==> config.mk <==
export PLATFORM = sky130hd
export DESIGN_NAME = cspt_ctrl
export DESIGN_NICKNAME = d
export VERILOG_FILES = /design/src/rtl/cspt_pkg.sv /design/src/rtl/cspt_ctrl.sv
export SDC_FILE = /design/constraint.sdc
export NUM_CORES = 1
export LEC_CHECK = 0
export BUFFER_PORTS_ARGS = -buffer_cell sky130_fd_sc_hd__buf_2
export CORE_UTILIZATION = 45
export CTS_BUF_LIST = sky130_fd_sc_hd__clkbuf_16
export DETAILED_ROUTE_END_ITERATION = 12
export PLACE_DENSITY = 0.74
export SYNTH_ARGS = -nofsm -noshare
export SYNTH_HDL_FRONTEND = slang
export SYNTH_SLANG_ARGS = --single-unit
==> constraint.sdc <==
create_clock -name SYS_CLK_I -period 8.21 [get_ports SYS_CLK_I]
set_input_delay 1.642 -clock SYS_CLK_I [delete_from_list [all_inputs] [get_ports SYS_CLK_I]]
set_output_delay 1.642 -clock SYS_CLK_I [all_outputs]
set_load 0.1 [all_outputs]
==> src/rtl/cspt_pkg.sv <==
// Purpose: shared constants and carriers for the status/pipeline/trap control
// Assumes: 32-bit status word, three execution stages, one core clock
// Notes:   register offsets are word offsets on the plain register port
package cspt_pkg;

    // register port offsets
    localparam logic [3:0] ADDR_STATUS     = 4'h0;
    localparam logic [3:0] ADDR_STASH_SW   = 4'h1;
    localparam logic [3:0] ADDR_STASH_PC   = 4'h2;
    localparam logic [3:0] ADDR_NSTASH_SW  = 4'h3;
    localparam logic [3:0] ADDR_NSTASH_PC  = 4'h4;
    localparam logic [3:0] ADDR_VECTOR     = 4'h5;
    localparam logic [3:0] ADDR_CAUSE      = 4'h6;
    localparam logic [3:0] ADDR_PIPE_STAT  = 4'h7;

    // status word field positions
    localparam int BIT_USER     = 0;
    localparam int BIT_INT_EN   = 1;
    localparam int BIT_XLATE    = 2;
    localparam int BIT_NOMAP    = 3;
    localparam int BIT_MISALIGN = 4;
    localparam int BIT_DWATCH   = 8;
    localparam int BIT_IWATCH   = 9;
    localparam int BIT_DEBUG    = 12;

    // writable bits of the status word; the rest read as zero
    localparam logic [31:0] STATUS_WMASK = 32'h0000_131F;
    localparam logic [31:0] STATUS_RESET = 32'h0000_0000;
    // bits dropped on trap entry: user, interrupt enable, both watches
    localparam logic [31:0] TRAP_CLR     = 32'h0000_0303;
    localparam logic [31:0] VECTOR_RESET = 32'h0000_0000;

    // latencies in cycles
    localparam logic [1:0] LAT_SIMPLE = 2'h1;
    localparam logic [1:0] LAT_LONG   = 2'h3;
    localparam int         PIPE_DEPTH = 3;
    localparam logic [1:0] LINK_WIN   = 2'h3;
    localparam logic [5:0] LINK_REG   = 6'h3F;
    localparam logic [4:0] CAUSE_EXT  = 5'h02;

    // issued bundle as seen by the control block
    typedef struct packed {
        logic        valid;
        logic [31:0] pc;
        logic [5:0]  src_a;
        logic [5:0]  src_b;
        logic [5:0]  dst;
        logic        dst_we;
        logic        long_lat;  // multiply or load
        logic        taken_br;
        logic        line_cross;
        logic        ind_br;    // register-indirect call or jump
        logic        link_wr;   // writes the link register
        logic [31:0] link_val;
        logic        sw_set;
        logic        sw_clr;
        logic        trap_ret;
        logic        purge;     // instruction-cache purge or page purge
        logic [31:0] mask;
        logic [14:0] exc;       // one bit per raised exception cause
    } cspt_bundle_s;

    // pipeline stage entry for latency tracking
    typedef struct packed {
        logic       valid;
        logic       dst_we;
        logic [5:0] dst;
        logic [1:0] ready_in;  // cycles until result may be bypassed
        logic       drain;
    } cspt_stage_s;

    typedef enum logic [3:0] {
        ST_RUN   = 4'h1,
        ST_STALL = 4'h2,
        ST_DRAIN = 4'h4,
        ST_TRAP  = 4'h8
    } cspt_state_e;

endpackage

==> src/rtl/cspt_ctrl.sv <==
// Operation
// [RULE1] status bit 0: 0 supervisor, 1 user; resets to supervisor
// [RULE2] status bit 1 gates external interrupts; resets to zero
// [RULE3] status bit 2 turns address translation on; resets to zero
// [RULE4] status bit 3: speculative loads and purges raise no-mapping faults
// [RULE5] status bit 4: misaligned speculative loads raise an exception
// [RULE6] bits 8 and 9 enable data and instruction watches; reset zero
// [RULE7] bit 12 marks debug mode; resets to zero
// [RULE8] set and clear operations change all masked bits at once
// [RULE9] trap return loads stashed status and counter together
// [RULE10] software stashes new status and resume address before return
// [RULE11] software keeps interrupts off through the update sequence
// [RULE12] no interlock from stash stores to trap return; software spaces
// [RULE13] three stages; operands read in stage one, results end stage three
// [RULE14] add/subtract latency one cycle; multiply/load latency three
// [RULE15] untaken branch free; taken branch stalls one cycle, more on cross
// [RULE16] stall dependent operations reading results too early
// [RULE17] return, set, clear and purges drain the pipeline first
// [RULE18] early link copy updated at issue feeds indirect branches
// [RULE19] trap handlers rewrite the link register before using it
// [RULE20] stall indirect branch if link written in previous three bundles; code counts three cycles after the link write, stalls included
// [RULE21] on trap, older bundles finish, trapping and later discarded
// [RULE22] trap point is the faulting or interrupted bundle
// [RULE23] traps in program order; interrupt is external-interrupt cause
// [RULE24] trap entry stashes status and pc, clears user, int, watches
// [RULE25] only the highest priority exception reaches the handler
// [RULE26] reserved status bits read zero and ignore writes
//
// Purpose: status word, interlocks, drains and precise trap entry
// Assumes: issue holds the bundle while STALL_O is high
// Notes:   the external interrupt pin is synchronised before use
`timescale 1ns/1ps
module cspt_ctrl (
    // clock and reset
    input  wire logic                  SYS_CLK_I,
    input  wire logic                  RESET_I,
    // register port
    input  wire logic [3:0]            REG_ADDR_I,
    input  wire logic [31:0]           REG_WDATA_I,
    input  wire logic                  REG_WR_I,
    input  wire logic                  REG_RD_I,
    output logic      [31:0]           REG_RDATA_O,
    // issued bundle
    input  wire cspt_pkg::cspt_bundle_s BUNDLE_I,
    input  wire logic                  EXT_IRQ_I,
    // pipeline control
    output logic                       STALL_O,
    output logic                       REDIRECT_O,
    output logic      [31:0]           REDIRECT_PC_O,
    output logic                       FLUSH_O,
    output logic      [31:0]           STATUS_O,
    output logic      [31:0]           LINK_COPY_O,
    output logic      [4:0]            CAUSE_O
);

    logic [31:0] status;
    logic [31:0] stash_sw;
    logic [31:0] stash_pc;
    logic [31:0] nstash_sw;
    logic [31:0] nstash_pc;
    logic [31:0] vector;
    logic [4:0]  cause;
    logic [31:0] link_copy;
    logic        irq_meta;
    logic        irq_sync;
    logic        br_bubble;
    logic [1:0]  link_age;
    logic        stall_q;
    logic        redirect;
    logic [31:0] redirect_pc;
    logic        flush;
    logic [31:0] rdata;
    cspt_pkg::cspt_state_e state;
    cspt_pkg::cspt_stage_s stg [cspt_pkg::PIPE_DEPTH];

    // decode of the issued bundle
    wire cspt_pkg::cspt_bundle_s b = BUNDLE_I;
    wire is_drain_op = b.sw_set | b.sw_clr | b.trap_ret | b.purge;
    wire irq_take    = irq_sync & status[cspt_pkg::BIT_INT_EN]; // [RULE2]
    wire [14:0] exc_all = {b.exc[14:3], b.exc[2] | irq_take, b.exc[1:0]};
    wire exc_any = b.valid & (|exc_all);

    // hazard detection over the three stages
    logic [cspt_pkg::PIPE_DEPTH-1:0] raw_hit;
    logic [cspt_pkg::PIPE_DEPTH-1:0] busy;
    genvar gi;
    generate
        for (gi = 0; gi < cspt_pkg::PIPE_DEPTH; gi++) begin : g_haz
            // operand needed before producer has a bypassable result
            assign raw_hit[gi] = stg[gi].valid & stg[gi].dst_we
                & (stg[gi].dst != 6'h00) & (stg[gi].ready_in != 2'h0)
                & ((stg[gi].dst == b.src_a) | (stg[gi].dst == b.src_b));
            assign busy[gi] = stg[gi].valid;
        end
    endgenerate

    wire raw_stall   = b.valid & (|raw_hit);                  // [RULE16]
    wire drain_stall = b.valid & is_drain_op & (|busy);       // [RULE17]
    wire link_stall  = b.valid & b.ind_br
                     & (link_age != 2'h0);                    // [RULE20]
    // stash stores feed trap return with no interlock, by design [RULE12]
    wire hold = ~exc_any & (raw_stall | drain_stall | link_stall | br_bubble);
    wire issue = b.valid & ~hold & ~exc_any;

    // highest priority cause: lowest index wins
    logic [4:0] next_cause;
    always_comb begin
        next_cause = 5'h00;
        for (int i = 14; i >= 0; i--) begin
            if (exc_all[i]) begin
                next_cause = 5'(i);                           // [RULE25]
            end
        end
    end

    // interrupt pin synchroniser
    always_ff @(posedge SYS_CLK_I or posedge RESET_I) begin
        if (RESET_I) begin
            irq_meta <= 1'b0;
            irq_sync <= 1'b0;
        end else begin
            irq_meta <= EXT_IRQ_I;
            irq_sync <= irq_meta;
        end
    end

    // stage one takes issued bundles, results leave at stage three [RULE13]
    cspt_pkg::cspt_stage_s next_s0;
    always_comb begin
        next_s0          = '0;
        next_s0.valid    = issue;
        next_s0.dst_we   = b.dst_we;
        next_s0.dst      = b.dst;
        next_s0.drain    = is_drain_op;
        // latency minus one cycles before a result may be bypassed [RULE14]
        next_s0.ready_in = b.long_lat ? cspt_pkg::LAT_LONG - 2'h1
                                      : cspt_pkg::LAT_SIMPLE - 2'h1;
    end

    // stage shift; a trap discards only the trapping bundle, older finish
    always_ff @(posedge SYS_CLK_I or posedge RESET_I) begin
        if (RESET_I) begin
            for (int i = 0; i < cspt_pkg::PIPE_DEPTH; i++) begin
                stg[i] <= '0;
            end
        end else begin
            stg[0] <= next_s0;                                // [RULE21]
            for (int i = 1; i < cspt_pkg::PIPE_DEPTH; i++) begin
                stg[i]          <= stg[i-1];
                stg[i].ready_in <= (stg[i-1].ready_in == 2'h0) ? 2'h0
                                   : stg[i-1].ready_in - 2'h1;
            end
        end
    end

    // taken-branch bubble and link write age
    always_ff @(posedge SYS_CLK_I or posedge RESET_I) begin
        if (RESET_I) begin
            br_bubble <= 1'b0;
            link_age  <= 2'h0;
            link_copy <= 32'h0000_0000;
        end else begin
            // one cycle, plus one when the target crosses a line [RULE15]
            br_bubble <= issue & b.taken_br & ~br_bubble
                       | (br_bubble & b.line_cross & ~stall_q);
            if (issue & b.link_wr) begin
                link_age  <= cspt_pkg::LINK_WIN;              // [RULE20]
                link_copy <= b.link_val;                      // [RULE18]
            end else if (link_age != 2'h0) begin
                link_age  <= link_age - 2'h1;
            end
        end
    end

    // register port write decode
    wire wr_status = REG_WR_I & (REG_ADDR_I == cspt_pkg::ADDR_STATUS);
    wire wr_ssw    = REG_WR_I & (REG_ADDR_I == cspt_pkg::ADDR_STASH_SW);
    wire wr_spc    = REG_WR_I & (REG_ADDR_I == cspt_pkg::ADDR_STASH_PC);
    wire wr_nsw    = REG_WR_I & (REG_ADDR_I == cspt_pkg::ADDR_NSTASH_SW);
    wire wr_npc    = REG_WR_I & (REG_ADDR_I == cspt_pkg::ADDR_NSTASH_PC);
    wire wr_vec    = REG_WR_I & (REG_ADDR_I == cspt_pkg::ADDR_VECTOR);
    wire wr_cause  = REG_WR_I & (REG_ADDR_I == cspt_pkg::ADDR_CAUSE);

    // next status: trap, then return, set, clear, then software write
    wire [31:0] wm = cspt_pkg::STATUS_WMASK;
    wire [31:0] next_status =
        exc_any ? (status & ~cspt_pkg::TRAP_CLR)              // [RULE24]
      : (issue & b.trap_ret) ? (stash_sw & wm)                // [RULE9]
      : (issue & b.sw_set) ? ((status | b.mask) & wm)         // [RULE8]
      : (issue & b.sw_clr) ? (status & ~b.mask & wm)          // [RULE8]
      : wr_status ? (REG_WDATA_I & wm)                        // [RULE26]
      : status;

    // status word and stash registers
    always_ff @(posedge SYS_CLK_I or posedge RESET_I) begin
        if (RESET_I) begin
            status    <= cspt_pkg::STATUS_RESET;     // [RULE1] [RULE3] [RULE7]
            stash_sw  <= 32'h0000_0000;
            stash_pc  <= 32'h0000_0000;
            nstash_sw <= 32'h0000_0000;
            nstash_pc <= 32'h0000_0000;
            vector    <= cspt_pkg::VECTOR_RESET;
            cause     <= 5'h00;
        end else begin
            status <= next_status;
            if (exc_any) begin
                stash_sw <= status;                           // [RULE24]
                stash_pc <= b.pc;                             // [RULE22]
                cause    <= next_cause;                       // [RULE23]
            end else begin
                if (wr_ssw) stash_sw <= REG_WDATA_I & wm;
                if (wr_spc) stash_pc <= REG_WDATA_I;
                if (wr_cause) cause <= REG_WDATA_I[4:0];
            end
            if (wr_nsw) nstash_sw <= REG_WDATA_I & wm;
            if (wr_npc) nstash_pc <= REG_WDATA_I;
            if (wr_vec) vector <= REG_WDATA_I;
        end
    end

    // control state and redirect
    always_ff @(posedge SYS_CLK_I or posedge RESET_I) begin
        if (RESET_I) begin
            state       <= cspt_pkg::ST_RUN;
            redirect    <= 1'b0;
            redirect_pc <= 32'h0000_0000;
            flush       <= 1'b0;
            stall_q     <= 1'b0;
        end else begin
            stall_q  <= hold;
            redirect <= exc_any | (issue & b.trap_ret);
            flush    <= exc_any;                              // [RULE21]
            if (exc_any) begin
                redirect_pc <= vector;                        // [RULE21]
            end else if (issue & b.trap_ret) begin
                redirect_pc <= stash_pc;                      // [RULE9]
            end
            case (state)
                cspt_pkg::ST_RUN: begin
                    if (exc_any) state <= cspt_pkg::ST_TRAP;
                    else if (drain_stall) state <= cspt_pkg::ST_DRAIN;
                    else if (hold) state <= cspt_pkg::ST_STALL;
                end
                cspt_pkg::ST_STALL, cspt_pkg::ST_DRAIN: begin
                    if (exc_any) state <= cspt_pkg::ST_TRAP;
                    else if (!hold) state <= cspt_pkg::ST_RUN;
                end
                cspt_pkg::ST_TRAP: state <= cspt_pkg::ST_RUN;
                default: state <= cspt_pkg::ST_RUN;
            endcase
        end
    end

    // read data, one cycle after the read strobe
    logic [31:0] next_rdata;
    always_comb begin
        case (REG_ADDR_I)
            cspt_pkg::ADDR_STATUS:    next_rdata = status;
            cspt_pkg::ADDR_STASH_SW:  next_rdata = stash_sw;
            cspt_pkg::ADDR_STASH_PC:  next_rdata = stash_pc;
            cspt_pkg::ADDR_NSTASH_SW: next_rdata = nstash_sw;
            cspt_pkg::ADDR_NSTASH_PC: next_rdata = nstash_pc;
            cspt_pkg::ADDR_VECTOR:    next_rdata = vector;
            cspt_pkg::ADDR_CAUSE:     next_rdata = {27'h0, cause};
            cspt_pkg::ADDR_PIPE_STAT: next_rdata = {28'h0, state};
            default:                  next_rdata = 32'h0000_0000;
        endcase
    end

    always_ff @(posedge SYS_CLK_I or posedge RESET_I) begin
        if (RESET_I) rdata <= 32'h0000_0000;
        else rdata <= REG_RD_I ? next_rdata : 32'h0000_0000;
    end

    // outputs straight from flip-flops
    assign REG_RDATA_O   = rdata;
    assign STALL_O       = stall_q;
    assign REDIRECT_O    = redirect;
    assign REDIRECT_PC_O = redirect_pc;
    assign FLUSH_O       = flush;
    assign STATUS_O      = status;   // [RULE4] [RULE5] [RULE6] fields
    assign LINK_COPY_O   = link_copy;
    assign CAUSE_O       = cause;

    // checks
    chk_reserved_zero: assert property (@(posedge SYS_CLK_I) // [RULE26]
        disable iff (RESET_I) (status & ~cspt_pkg::STATUS_WMASK) == 32'h0)
        else $error("reserved status bits set");
    chk_trap_clears: assert property (@(posedge SYS_CLK_I) // [RULE24]
        disable iff (RESET_I) exc_any |=> (status[0] == 1'b0)
        && (status[1] == 1'b0) && (status[9:8] == 2'b00))
        else $error("trap entry did not clear bits");
    chk_trap_vector: assert property (@(posedge SYS_CLK_I) // [RULE21]
        disable iff (RESET_I) exc_any |=> redirect
        && redirect_pc == $past(vector))
        else $error("trap did not go to vector");
    chk_stash_pc: assert property (@(posedge SYS_CLK_I) // [RULE22]
        disable iff (RESET_I) exc_any |=> stash_pc == $past(b.pc))
        else $error("trap point not stashed");
    chk_ret_atomic: assert property (@(posedge SYS_CLK_I) // [RULE9]
        disable iff (RESET_I) (issue && b.trap_ret) |=>
        status == ($past(stash_sw) & wm) && redirect_pc == $past(stash_pc))
        else $error("trap return not atomic");
    chk_set_mask: assert property (@(posedge SYS_CLK_I) // [RULE8]
        disable iff (RESET_I) (issue && b.sw_set && !b.trap_ret) |=>
        ((status & $past(b.mask) & wm) == ($past(b.mask) & wm)))
        else $error("set missed a bit");
    chk_drain_empty: assert property (@(posedge SYS_CLK_I) // [RULE17]
        disable iff (RESET_I) (issue && is_drain_op) |-> busy == 3'b000)
        else $error("drain op issued into busy pipe");
    chk_link_window: assert property (@(posedge SYS_CLK_I) // [RULE20]
        disable iff (RESET_I) (issue && b.link_wr) |=>
        !(issue && b.ind_br) [*3])
        else $error("indirect branch inside link window");
    chk_raw_stall: assert property (@(posedge SYS_CLK_I) // [RULE16]
        disable iff (RESET_I) raw_stall && !exc_any |=> stall_q)
        else $error("hazard without stall");
    chk_branch_bubble: assert property (@(posedge SYS_CLK_I) // [RULE15]
        disable iff (RESET_I) (issue && b.taken_br && !br_bubble) |=>
        br_bubble ##1 stall_q)
        else $error("taken branch without bubble");
    chk_irq_masked: assert property (@(posedge SYS_CLK_I) // [RULE2]
        disable iff (RESET_I) (b.valid && b.exc == 15'h0000
        && !status[cspt_pkg::BIT_INT_EN]) |=> !flush)
        else $error("masked interrupt taken");
    chk_irq_cause: assert property (@(posedge SYS_CLK_I) // [RULE23]
        disable iff (RESET_I) (b.valid && irq_take && b.exc[1:0] == 2'b00)
        |=> flush && cause == cspt_pkg::CAUSE_EXT)
        else $error("interrupt not taken as its cause");
    chk_clr_mask: assert property (@(posedge SYS_CLK_I) // [RULE8]
        disable iff (RESET_I) (issue && b.sw_clr && !b.sw_set
        && !b.trap_ret) |=> (status & $past(b.mask)) == 32'h0)
        else $error("clear missed a bit");
    chk_link_copy: assert property (@(posedge SYS_CLK_I) // [RULE18]
        disable iff (RESET_I) (issue && b.link_wr) |=>
        link_copy == $past(b.link_val))
        else $error("early link copy not updated");
    chk_trap_discard: assert property (@(posedge SYS_CLK_I) // [RULE21]
        disable iff (RESET_I) exc_any |=> !stg[0].valid)
        else $error("trapping bundle entered the pipe");

endmodule

==> Yosys cells after proc, flatten, opt, wreduce, memory -nomap -nowiden <==
Cells that the tools add are included.
{ "totals": {"n_memories": 0, "mem_bits_ro": 0, "out_inout_bits": 136, "latch_bits": 0, "register_bits": 311, "input_bits": 181, "wordCells": 172, "mem_bits_rw": 0} }
{ "classes": {"eq_ne": 18, "bitwise_logic": 56, "div": 0, "shift": 0, "addsub": 3, "magnitude_cmp": 0, "reduce_logical": 23, "n_mul": 0, "muxes": 41} }
{ "op_table": {"columns": ["operator", "count"], "rows": [
  ["2-to-1 mux 32 bit", 11],
  ["one-hot mux 32 bit (8 select lines)", 1],
  ["2-to-1 mux 4 bit", 13],
  ["2-to-1 mux 5 bit", 9],
  ["bitwise AND 1 bit", 37],
  ["== test 6 bit", 6],
  ["== test 4 x 3 -> 1 bit, second input constant", 5],
  ["nonzero test 2 bit", 9],
  ["nonzero test 6 bit", 3],
  ["OR reduction 15 bit", 1],
  ["bitwise AND 13 bit", 1],
  ["inverter 13 bit", 1],
  ["OR 13 bit", 1],
  ["== test 4 x 2 -> 1 bit, second input constant", 3],
  ["OR 1 bit", 12],
  ["2-to-1 mux 10 bit", 1],
  ["2-to-1 mux 2 bit", 5],
  ["== test 4 x 1 -> 1 bit, second input constant", 2],
  ["one-hot mux 4 bit (2 select lines)", 1],
  ["OR reduction 3 bit", 2],
  ["subtractor 2 x 1 -> 2 bit, second input constant", 3],
  ["nonzero test 5 bit", 1],
  ["zero test 2 bit", 2],
  ["zero test 4 bit", 1],
  ["6 further kinds", 10]
]} }

==> Longest topological paths before layout <==
Gate-level depths: netlist (run 1).
{ "depth": {"depth_word": 18, "mapped_depth": 10, "mapped_depth_nobuf": 9} }

==> Worst setup path after synthesis (run 1) <==
Ideal clock, no wire load.
{ "synth_path": {"path_type": "input -> register", "from": "input BUNDLE_I[50] in the netlist's numbering", "to": "register redirect_pc[15] (netlist: REDIRECT_PC_O[15])", "setup_time_ns": 0.132, "arrival_time_ns": 3.498, "slack_ns": 4.580, "n_path_buf": 2, "required_time_ns": 8.078, "path_stages": 10, "path_cell_list": "buf_2 > or3_4 > o21a_4 > a311oi_4 > nand3_1 > nor3_2 > nand2_2 > buf_6 > mux2i_1 > o21ai_1"} }
{ "synth_via": {"elab_chain_cells": 14} }
{ "synth_rtl": {"columns": ["item", "line_no", "text"], "rows": [
  ["start, declared", "cspt_ctrl.sv:44", "input wire cspt_pkg::cspt_bundle_s BUNDLE_I,"],
  ["OR 1 bit (3 in a row)", "cspt_ctrl.sv:78", "wire is_drain_op = b.sw_set | b.sw_clr | b.trap_ret | b.purge;"],
  ["bitwise AND 1 bit (2 in a row)", "cspt_ctrl.sv:98", "wire drain_stall = b.valid & is_drain_op & (|busy);"],
  ["OR 1 bit (3 in a row)", "cspt_ctrl.sv:102", "wire hold = ~exc_any & (raw_stall | drain_stall | link_stall | br_bubble);"],
  ["bitwise AND 1 bit", "cspt_ctrl.sv:102", null],
  ["inverter 1 bit", "cspt_ctrl.sv:103", "wire issue = b.valid & ~hold & ~exc_any;"],
  ["bitwise AND 1 bit (2 in a row)", "cspt_ctrl.sv:103", null],
  ["bitwise AND 1 bit", "cspt_ctrl.sv:235", "end else if (issue & b.trap_ret) begin"],
  ["nonzero test 2 bit (no source line)", null, null],
  ["end signal, assigned", "cspt_ctrl.sv:234", "redirect_pc <= vector;"],
  ["end signal, assigned", "cspt_ctrl.sv:236", "redirect_pc <= stash_pc;"],
  ["end, declared", "cspt_ctrl.sv:70", "logic [31:0] redirect_pc;"]
]} }
No other way between the ends.
A chain may end at the register's enable or synchronous reset.

==> Worst setup path after layout (run 1) <==
{ "layout_path": {"from": "input BUNDLE_I[48] in the netlist's numbering", "to": "register link_copy[23] (netlist: LINK_COPY_O[23])"} }
{ "layout_via": {"elab_chain_cells": 12} }
{ "layout_rtl": {"columns": ["item", "line_no", "text"], "rows": [
  ["OR 1 bit (2 in a row)", "cspt_ctrl.sv:78", null],
  ["bitwise AND 1 bit (2 in a row)", "cspt_ctrl.sv:98", null],
  ["OR 1 bit (3 in a row)", "cspt_ctrl.sv:102", null],
  ["bitwise AND 1 bit", "cspt_ctrl.sv:102", null],
  ["inverter 1 bit", "cspt_ctrl.sv:103", null],
  ["bitwise AND 1 bit (2 in a row)", "cspt_ctrl.sv:103", null],
  ["bitwise AND 1 bit", "cspt_ctrl.sv:166", "if (issue & b.link_wr) begin"],
  ["end signal, assigned", "cspt_ctrl.sv:168", "link_copy <= b.link_val;"],
  ["end, declared", "cspt_ctrl.sv:63", "logic [31:0] link_copy;"]
]} }
No other way between the ends.

==> flow_metrics.py, run 1 <==
metrics = {
    "global_routing": {
        "grt_usage_pct": 22.39,
        "grt_pass1_vias": 8861,
        "grt.overflow.total": 0,
        "grt_pass1_wl_mm": 46.72,
        "grt_max_degree": 72,
        "antenna_found_initial": 0,
    },
    "clocking": {
        "post_cts_buffers": 0,
        "tritoncts": "yes",
        "clkTransAtPathRegs_ns": 0.06,
        "cts_hold_buf": 0,
        "htreeDepth": 1,
        "cts_made_buffers": 28,
        "cts_buffer_depth": 3,
        "clock_latency_ns": 0.53,
        "cts_root_buffer": "clkbuf_16",
        "clock-sinks": 260,
        "cts_resized": 0,
    },
    "timing": {
        "clock.fmax_mhz": 266.8,
        "setup_viol": 0,
        "maxSlewViolCount": 0,
        "tightest_slew_ns": 0.9605,
        "setup_ws_ns": 4.462,
        "period_needed_ns": 3.748,
        "fin_crit_sh_pct": 45.65,
        "rsz0062_at_grt": "false",
        "finalSetupTns_ns": 0,
        "hold_viol_final": 0,
        "clock_skew_ns": 0.008821,
        "slew_headroom_pct": 35.74,
    },
    "placed_design": {
        "dp_hpwl_mm": 19.73,
        "numPortBuffers": 268,
        "placedCellCount": 1549,
        "pre_cts_ws_ns": 3.965,
        "place_area_um2": 13150,
        "gp_congestion": 0.8324,
    },
    "logic_synthesis": {
        "yosysWarnings": 0,
        "syn-cell-area_um2": 11550,
        "async_flop_share_pct": 100.0,
        "synth_top_area_share_pct": 56.09,
        "yosysUniqueCellTypes": 51,
        "synth_top_cell_by_area": "dfrtp_1",
        "ys.flop_type": "dfrtp_1",
        "ys_seq_area_share_pct": 56.32,
        "syn_inst": 990,
        "synth_area_leaders": "dfrtp_1, mux2_2, mux2i_1, a21oi_1, nor2_1",
        "ys_ff_latch": 260,
        "synth_edf_count": 0,
        "syn_avg_cell_area_um2": 11.67,
    },
    "finish": {
        "syn2layout_area_growth_pct": 21.58,
        "drive_gt1_share_pct": 35.48,
        "instances_no_fill": 1602,
        "nets": 1431,
        "fin_area_um2": 14050,
    },
    "power": {
        "p_leak_nw": 7.180,
        "netSwitchingFraction_pct": 33.38,
        "p_per_area_nw_per_um2": 256.6,
        "intPower_mw": 2.402,
        "share_comb_of_total_power_pct": 22.7,
        "seqPwrFrac_pct": 43.4,
        "ir_drop_v": 0.0001687,
        "power.net_switching_mw": 1.204,
        "power_frac_clock_pct": 33.9,
    },
    "worst_setup_path": {
        "max_stage_delay_ns": 0.49,
        "startpoint_type": "input port",
        "crit_path_end_kind": "flip-flop",
        "cp_num_buf_inv": 1,
        "crit_slowest_cell": "nand2_2",
        "crit_arrival_ns": 4.16,
        "crit_chain": "buf_2 -> or3_4 -> o21a_4 -> a311oi_4 -> nand3_1 -> nor2_1 -> nand2_2 -> mux2_2",
        "path_class": "input port to flip-flop",
        "path_max_fanout": 34,
        "crit_family": "simple AND/OR/NAND/NOR gates",
        "required_ns": 8.62,
    },
    "detailed_routing": {
        "avgRoutedWirePerCell_um": 18.15,
        "via_count": 8762,
        "avgViaCountPerCell": 5.469,
        "drtIter0Drc": 776,
        "routed_wl_mm": 29.08,
        "route.detailed.drc": 0,
        "first_pass_iters": 7,
        "antenna_left": 0,
    },
    "floorplan": {
        "die_x_um": 162.2,
        "ios": 317,
        "rows": 58,
        "die_height_um": 162.2,
        "start_util_pct": 45.89,
        "coreArea_um2": 25180,
        "dieArea_um2": 26320,
    },
    "run": {
        "cap_violations": 0,
    },
    "run_status": {
        "status": "completed",
    },
    "hold_path": {
        "min-delay-path-class": "flip-flop to flip-flop",
    },
}
==> cell usage in the layout, fill, tap and decap left out, types with 10 or more instances in the layout <==
cell / n
xor2_1: 10
a22oi_1: 22
o21ai_1: 29
dfrtp_1: 259
a21oi_1: 68
nor2_1: 86
mux2_2: 107
buf_4: 16
o22ai_1: 11
inv_1: 13
nand2_1: 68
conb_1: 25
mux2i_1: 76
nand3_1: 13
clkbuf_16: 29
buf_2: 268
a222oi_1: 28
xnor2_1: 28
o21ai_0: 20
==> power groups by stage <==
| stage | Combinational, mW | Sequential (mW) | Clock [mW] |
|---|---|---|---|
| floorplan | 0.342 | 1.88 | 0 |
| global placement | 0.808 | 1.58 | 0 |
| detailed placement | 0.822 | 1.59 | 0 |
| CTS | 0.824 | 1.56 | 1.25 |
| global route | 0.875 | 1.59 | 1.30 |
| finish | 0.817 | 1.57 | 1.22 |
==> path summary, 6_finish.rpt <==
check                        startpoint              end  cells after the start  slack, ns
setup / recovery           BUNDLE_I[48]  LINK_COPY_O[23]                      8       4.46
hold / removal                 irq_meta         irq_sync                      0       0.35
setup reg to reg            STATUS_O[1]  LINK_COPY_O[23]                      7       5.38
hold reg to reg                irq_meta         irq_sync                      0       0.35
max in group asynchronous       RESET_I  REG_RDATA_O[28]                      4       5.39
min in group asynchronous       RESET_I     STATUS_O[12]                      3       1.35
==> flip-flops by register name, summed over array words and instances (netlist names), 2 cells and up <==
signal	flops
STATUS_O	8
stg	24
link_age	2
stash_pc	32
REDIRECT_PC_O	32
CAUSE_O	5
nstash_pc	32
state	4
vector	32
stash_sw	8
LINK_COPY_O	32
nstash_sw	8
busy	3
REG_RDATA_O	32
==> logic make-up (layout without fill, tap and decap cells) <==
group / after synthesis / after routing / synth area share [%]
compound gates: 206 / 206 / 11.63
xor+xnor: 38 / 38 / 2.880
fa+ha+maj: 1 / 1 / 0.1083
buf+inv: 88 / 345 / 3.898
flops: 260 / 260 / 56.32
mux: 183 / 183 / 17.01
other cells: 1 / 26 / 0.03245
simple gates: 213 / 213 / 8.121
==> routing by layer <==
metal,wire [um],track usage [%],up-vias,part of all wire (%)
li1,-,-,4036,-
met1,12270,29.33,4358,42
met5,0,0,-,0
met2,14190,38.27,330,49
met3,2030,3.779,38,7.0
met4,593,6.003,0,2.0
==> metrics by stage <==
step           total power [mW]  utilization (%)  hold WS (ns)
2_1_floorplan             2.220                -        0.3312
3_3_place_gp              2.385            52.21        0.3335
3_5_place_dp              2.408            52.21        0.3381
4_1_cts                   3.641            55.78        0.3521
5_1_grt                   3.758            55.78        0.3524
6_report                  3.605            55.79        0.3490
==> cells in the mapped netlist, types with 7 or more instances <==
| master | number |
|---|---|
| dfrtp_1 | 259 |
| mux2_2 | 107 |
| nor2_1 | 87 |
| mux2i_1 | 76 |
| nand2_1 | 71 |
| a21oi_1 | 68 |
| clkbuf_1 | 39 |
| o21ai_1 | 29 |
| a222oi_1 | 28 |
| xnor2_1 | 28 |
| buf_4 | 24 |
| a22oi_1 | 22 |
| o21ai_0 | 21 |
| nand3_1 | 13 |
| o22ai_1 | 11 |
| xor2_1 | 10 |
| inv_1 | 9 |
| nor4_1 | 9 |
| nor2b_1 | 8 |
| buf_1 | 7 |
==> area by class of cell <==
type / count / area, um2
repair buffers: 284 / 1461
diodes: 1 / 2.502
inverters: 9 / 37.54
multi-input cells: 666 / 4727
well taps: 330 / 412.9
fillers: 2083 / 11130
flip-flops and latches: 260 / 6507
clock buffers: 29 / 725.7
clock inverters: 23 / 173.9
Note: power is estimated with default switching activity, not from simulation.
==> run 2, diff against run 1 <==
- clock period: 8.21 -> 3.2 ns (I/O delays scaled with it)
==> run 2 against run 1 <==
Register-to-register slack lost 4.6 ns; design area is 0.56% higher; worst setup slack worse by 3.7 ns; critical endpoint is now LINK_COPY_O[31]; largest cell class unchanged; largest power group unchanged; cell count increased by 0.12%; non-clock buffer count up 7; via count grew 0.87%.
==> flow_metrics.py, run 2 (synthesized netlist as in run 1, its figures left out) <==
metrics = {
    "run_status": {
        "status": "completed",
    },
    "timing": {
        "fin_crit_sh_pct": 75.88,
        "setup_viol": 0,
        "slew_headroom_pct": 39.43,
        "period_needed_ns": 2.428,
        "tightest_slew_ns": 0.9086,
        "setup_ws_ns": 0.7717,
        "hold_viol_final": 0,
        "maxSlewViolCount": 0,
        "clock_skew_ns": 0.01082,
        "rsz0062_at_grt": "false",
        "clock.fmax_mhz": 411.8,
    },
    "detailed_routing": {
        "wl_met1_mm": 12.36,
        "routed_wl_mm": 29.63,
        "met2_length_mm": 14.32,
        "first_pass_iters": 8,
        "dr_wl_met3_mm": 2.114,
        "route.detailed.drc": 0,
        "avgViaCountPerCell": 5.510,
        "drtIter0Drc": 925,
        "via_count": 8838,
        "antenna_left": 0,
        "top_layer_used": "met4",
        "avgRoutedWirePerCell_um": 18.47,
    },
    "worst_setup_path": {
        "path_max_fanout": 34,
        "crit_family": "simple AND/OR/NAND/NOR gates",
        "crit_cells": 9,
        "startpoint_type": "flip-flop",
        "r2r_cells": 9,
        "ff2ff_setup_slack_ns": 0.77,
        "timing.rr.start": "stg[8]",
        "r2r_end": "LINK_COPY_O[31]",
        "crit_chain": "xor2_1 -> nor4_1 -> nand3_1 -> a21oi_1 -> or2_2 -> nor2_1 -> nand2_2 -> buf_4 -> mux2_2",
        "cp_num_buf_inv": 1,
        "startpoint": "stg[8]",
        "crit_slowest_cell": "dfrtp_1",
        "required_ns": 3.61,
        "crit_end": "LINK_COPY_O[31]",
        "max_stage_delay_ns": 0.40,
        "path_class": "flip-flop to flip-flop",
        "crit_arrival_ns": 2.84,
        "crit_path_end_kind": "flip-flop",
    },
    "hold_path": {
        "min-delay-path-class": "input port to async pin",
    },
    "global_routing": {
        "grt_usage_pct": 22.66,
        "antenna_found_initial": 0,
        "grt_pass1_vias": 8925,
        "grt_max_degree": 92,
        "grt_pass1_wl_mm": 46.98,
        "grt.overflow.total": 0,
    },
    "clocking": {
        "cts_buffer_depth": 3,
        "tritoncts": "yes",
        "cts_root_buffer": "clkbuf_16",
        "clock_latency_ns": 0.53,
        "cts_hold_buf": 0,
        "htreeDepth": 1,
        "clkTransAtPathRegs_ns": 0.06,
        "cts_resized": 0,
        "clock-sinks": 260,
        "post_cts_buffers": 0,
        "cts_made_buffers": 28,
    },
    "floorplan": {
        "coreArea_um2": 25180,
        "ios": 317,
        "rows": 58,
        "die_x_um": 162.2,
        "dieArea_um2": 26320,
        "die_height_um": 162.2,
        "start_util_pct": 45.89,
    },
    "finish": {
        "final_cell_mix": "buf_2, dfrtp_1, mux2_2, nor2_1, mux2i_1",
        "multi_input_area_um2": 4727,
        "final_common_cell": "buf_2",
        "seqCellArea_um2": 6507,
        "drive_gt1_share_pct": 35.56,
        "antenna_cells": 0,
        "fill_cells": 2199,
        "syn2layout_area_growth_pct": 22.26,
        "fin_area_um2": 14130,
        "final_util_pct": 56.10,
        "nets": 1438,
    },
    "power": {
        "finalPower_mw": 9.254,
        "ir_drop_v": 0.0004361,
        "p_leak_nw": 7.213,
        "netSwitchingFraction_pct": 33.46,
        "power.net_switching_mw": 3.096,
        "p_per_area_nw_per_um2": 655.0,
        "seqPwrFrac_pct": 43.4,
        "power_frac_clock_pct": 33.8,
        "intPower_mw": 6.158,
        "share_comb_of_total_power_pct": 22.8,
    },
    "placed_design": {
        "place_area_um2": 13250,
        "dp_hpwl_mm": 19.82,
        "numPortBuffers": 268,
        "pre_cts_ws_ns": 0.2714,
        "gp_congestion": 0.8688,
    },
    "run": {
        "cap_violations": 0,
    },
}
## run 2: per-layer routing
| layer | up-vias | GRT usage, % |
|---|---|---|
| li1 | 4045 | - |
| met4 | 0 | 7.161 |
| met5 | - | 0 |
| met2 | 382 | 38.25 |
| met3 | 72 | 3.907 |
| met1 | 4339 | 29.64 |
## run 2: final cells by class
cell class	instances	share of cell area [%]
Sequential cell	260	46.06
Multi-Input combinational cell	666	33.46
Timing Repair Buffer	291	11.07
Clock buffer	29	5.137
Tap cell	330	2.923
Clock inverter	19	1.081
Inverter	9	0.2657
## run 2: stage by stage
step	hold slack (ns)	instances	setup TNS, ns
floorplan	0.3312	1014	-224.49
global placement	0.3335	1556	0
detailed placement	0.3381	1556	0
CTS	0.1558	1604	0
global route	0.1765	1604	0
finish	0.1530	1604	0
## run 2: how the worst min path moves through the flow
stage	start	end	slack [ns]
finish	RESET_I	STATUS_O[8]	0.15
global route	RESET_I	STATUS_O[8]	0.18
CTS	RESET_I	state[3]	0.16
detailed placement	irq_meta	irq_sync	0.34
global placement	irq_meta	irq_sync	0.33
floorplan	irq_meta	irq_sync	0.33
## run 2: power groups by stage
stage / Clock (mW) / Combinational [mW] / Sequential (mW)
3_3_place_gp: 0 / 2.08 / 4.05
6_report: 3.12 / 2.11 / 4.02
3_5_place_dp: 0 / 2.12 / 4.07
5_1_grt: 3.32 / 2.26 / 4.07
4_1_cts: 3.19 / 2.13 / 4.01
2_1_floorplan: 0 / 0.877 / 4.82
==> run 3, diff against run 2 <==
- PLACE_DENSITY: 0.74 -> 0.71
- clock period: 3.2 -> 2.4 ns (I/O delays scaled with it)
==> run 3 against run 2 <==
Utilization increased by 1.6 points; clock skew increased by 0.011 ns; clock power increased by 50%; worst hold slack got worse by 0.10 ns; cell count increased by 1.9%; critical path depth decreased by 1; worst setup slack got worse by 0.62 ns; via count increased by 1.7%; critical endpoint is now LINK_COPY_O[17].
==> flow_metrics.py, run 3 (synthesized netlist as in run 1, its figures left out) <==
metrics = {
    "run_status": {
        "status": "completed",
    },
    "detailed_routing": {
        "via_count": 8984,
        "route.detailed.drc": 0,
        "routed_wl_mm": 29.96,
        "first_pass_iters": 8,
        "drtIter0Drc": 889,
        "avgViaCountPerCell": 5.498,
        "avgRoutedWirePerCell_um": 18.33,
        "antenna_left": 0,
    },
    "timing": {
        "period_needed_ns": 2.246,
        "setup_viol": 0,
        "rsz0062_at_grt": "false",
        "fin_crit_sh_pct": 93.58,
        "tightest_slew_ns": 0.5469,
        "slew_headroom_pct": 63.54,
        "maxSlewViolCount": 0,
        "clock_skew_ns": 0.02141,
        "hold_viol_final": 0,
        "setup_ws_ns": 0.1541,
        "clock.fmax_mhz": 445.3,
    },
    "global_routing": {
        "grt_pass1_vias": 8866,
        "grt_max_degree": 87,
        "grt_pass1_wl_mm": 46.86,
        "grt.overflow.total": 0,
        "antenna_found_initial": 1,
        "grt_usage_pct": 22.68,
    },
    "placed_design": {
        "pre_cts_ws_ns": -0.2157,
        "placedCellCount": 1581,
        "dp_hpwl_mm": 20.92,
        "numPortBuffers": 268,
        "gp_congestion": 0.8571,
    },
    "clocking": {
        "cts_root_buffer": "clkbuf_16",
        "cts_made_buffers": 28,
        "tritoncts": "yes",
        "clkTransAtPathRegs_ns": 0.06,
        "cts_buffer_depth": 3,
        "clock_latency_ns": 0.54,
        "htreeDepth": 1,
        "clock-sinks": 260,
        "post_cts_buffers": 0,
    },
    "worst_setup_path": {
        "crit_path_end_kind": "flip-flop",
        "crit_arrival_ns": 2.66,
        "path_class": "flip-flop to flip-flop",
        "startpoint_type": "flip-flop",
        "required_ns": 2.81,
        "path_max_fanout": 34,
    },
    "power": {
        "ir_drop_v": 0.0005763,
        "p_leak_nw": 7.433,
        "p_per_area_nw_per_um2": 887.1,
    },
    "hold_path": {
        "min-delay-path-class": "input port to flip-flop",
    },
    "floorplan": {
        "dieArea_um2": 26320,
        "ios": 317,
        "coreArea_um2": 25180,
        "die_x_um": 162.2,
        "rows": 58,
        "die_height_um": 162.2,
        "start_util_pct": 45.89,
    },
    "run": {
        "cap_violations": 0,
    },
    "finish": {
        "fill_cells": 2157,
        "final_common_cell": "buf_2",
        "final_cell_mix": "buf_2, dfrtp_1, mux2_2, nor2_1, mux2i_1",
        "syn2layout_area_growth_pct": 25.79,
        "nets": 1464,
        "instances_no_fill": 1634,
        "antenna_cells": 0,
        "drive_gt1_share_pct": 37.65,
    },
}
==> run 3: changes by cell type in the layout (fill, tap and decap cells not counted), moves of 4 or more <==
cell	delta
buf_4	+20
buf_12	+5
clkinv_2	+4
clkinv_1	-4
bufinv_16	+4
==> run 3: through the flow <==
step           instance area (um2)  power, mW  utilization, %  hold WS (ns)  TNS (ns)
6_report                     14540      12.89           57.72       0.05087         0
3_3_place_gp                 13500      8.198           53.61        0.3330    -10.20
5_1_grt                      14540      13.42           57.72       0.02523         0
2_1_floorplan                11650      7.593               -        0.3312   -398.35
4_1_cts                      14520      12.99           57.65       0.02601         0
3_5_place_dp                 13500      8.276           53.61        0.3410    -12.69
==> run 3: cell type report <==
cell class                      instances  area (um2)  area share (%)
Clock buffer                           29       725.7           4.993
Tap cell                              330       412.9           2.841
Multi-Input combinational cell        666        4745           32.64
Timing Repair Buffer                  317        1824           12.55
Sequential cell                       260        6507           44.77
Inverter                                9       37.54          0.2582
Clock inverter                         23       282.8           1.945
==> run 3: critical path, cell delays in order (launching register included) <==
cell     delay, ns
dfrtp_1       0.43
nor4_1        0.30
a21oi_1       0.11
a22o_1        0.26
or2_2         0.30
nor2_2        0.16
nand2_2       0.08
buf_12        0.17
mux2_2        0.28
==> run 3: timing repair <==
action / CTS / global route
gates resized for setup: 0 / 4
hold buffers: 1 / 0
endpoints found under the hold margin: 8 / 0
setup endpoints to repair: 0 / 46
==> run 3: power by group <==
part	internal (mW)	leakage (nW)	switching (mW)
sequential	4.95	3.27	0.399
combinational	0.810	3.65	2.04
clock	2.93	0.517	1.76
==> run 3: final timing paths <==
kind	start	end	slack (ns)	cells after the start
worst max-delay path	stg[25]	LINK_COPY_O[17]	0.15	8
worst min-delay path	BUNDLE_I[92]	stg[28]	0.05	1
worst max register to register	stg[25]	LINK_COPY_O[17]	0.15	8
worst min register to register	irq_meta	irq_sync	0.35	0
max in group asynchronous	RESET_I	stash_pc[27]	1.11	4
min in group asynchronous	RESET_I	stash_sw[4]	0.47	3
==> run 3: routing by layer <==
layer	up-vias	global-route usage, %	routed length (um)
met5	-	0	11
li1	4121	-	-
met1	4443	30.36	12950
met4	2	7.461	755
met3	59	3.498	1912
met2	359	37.65	14330
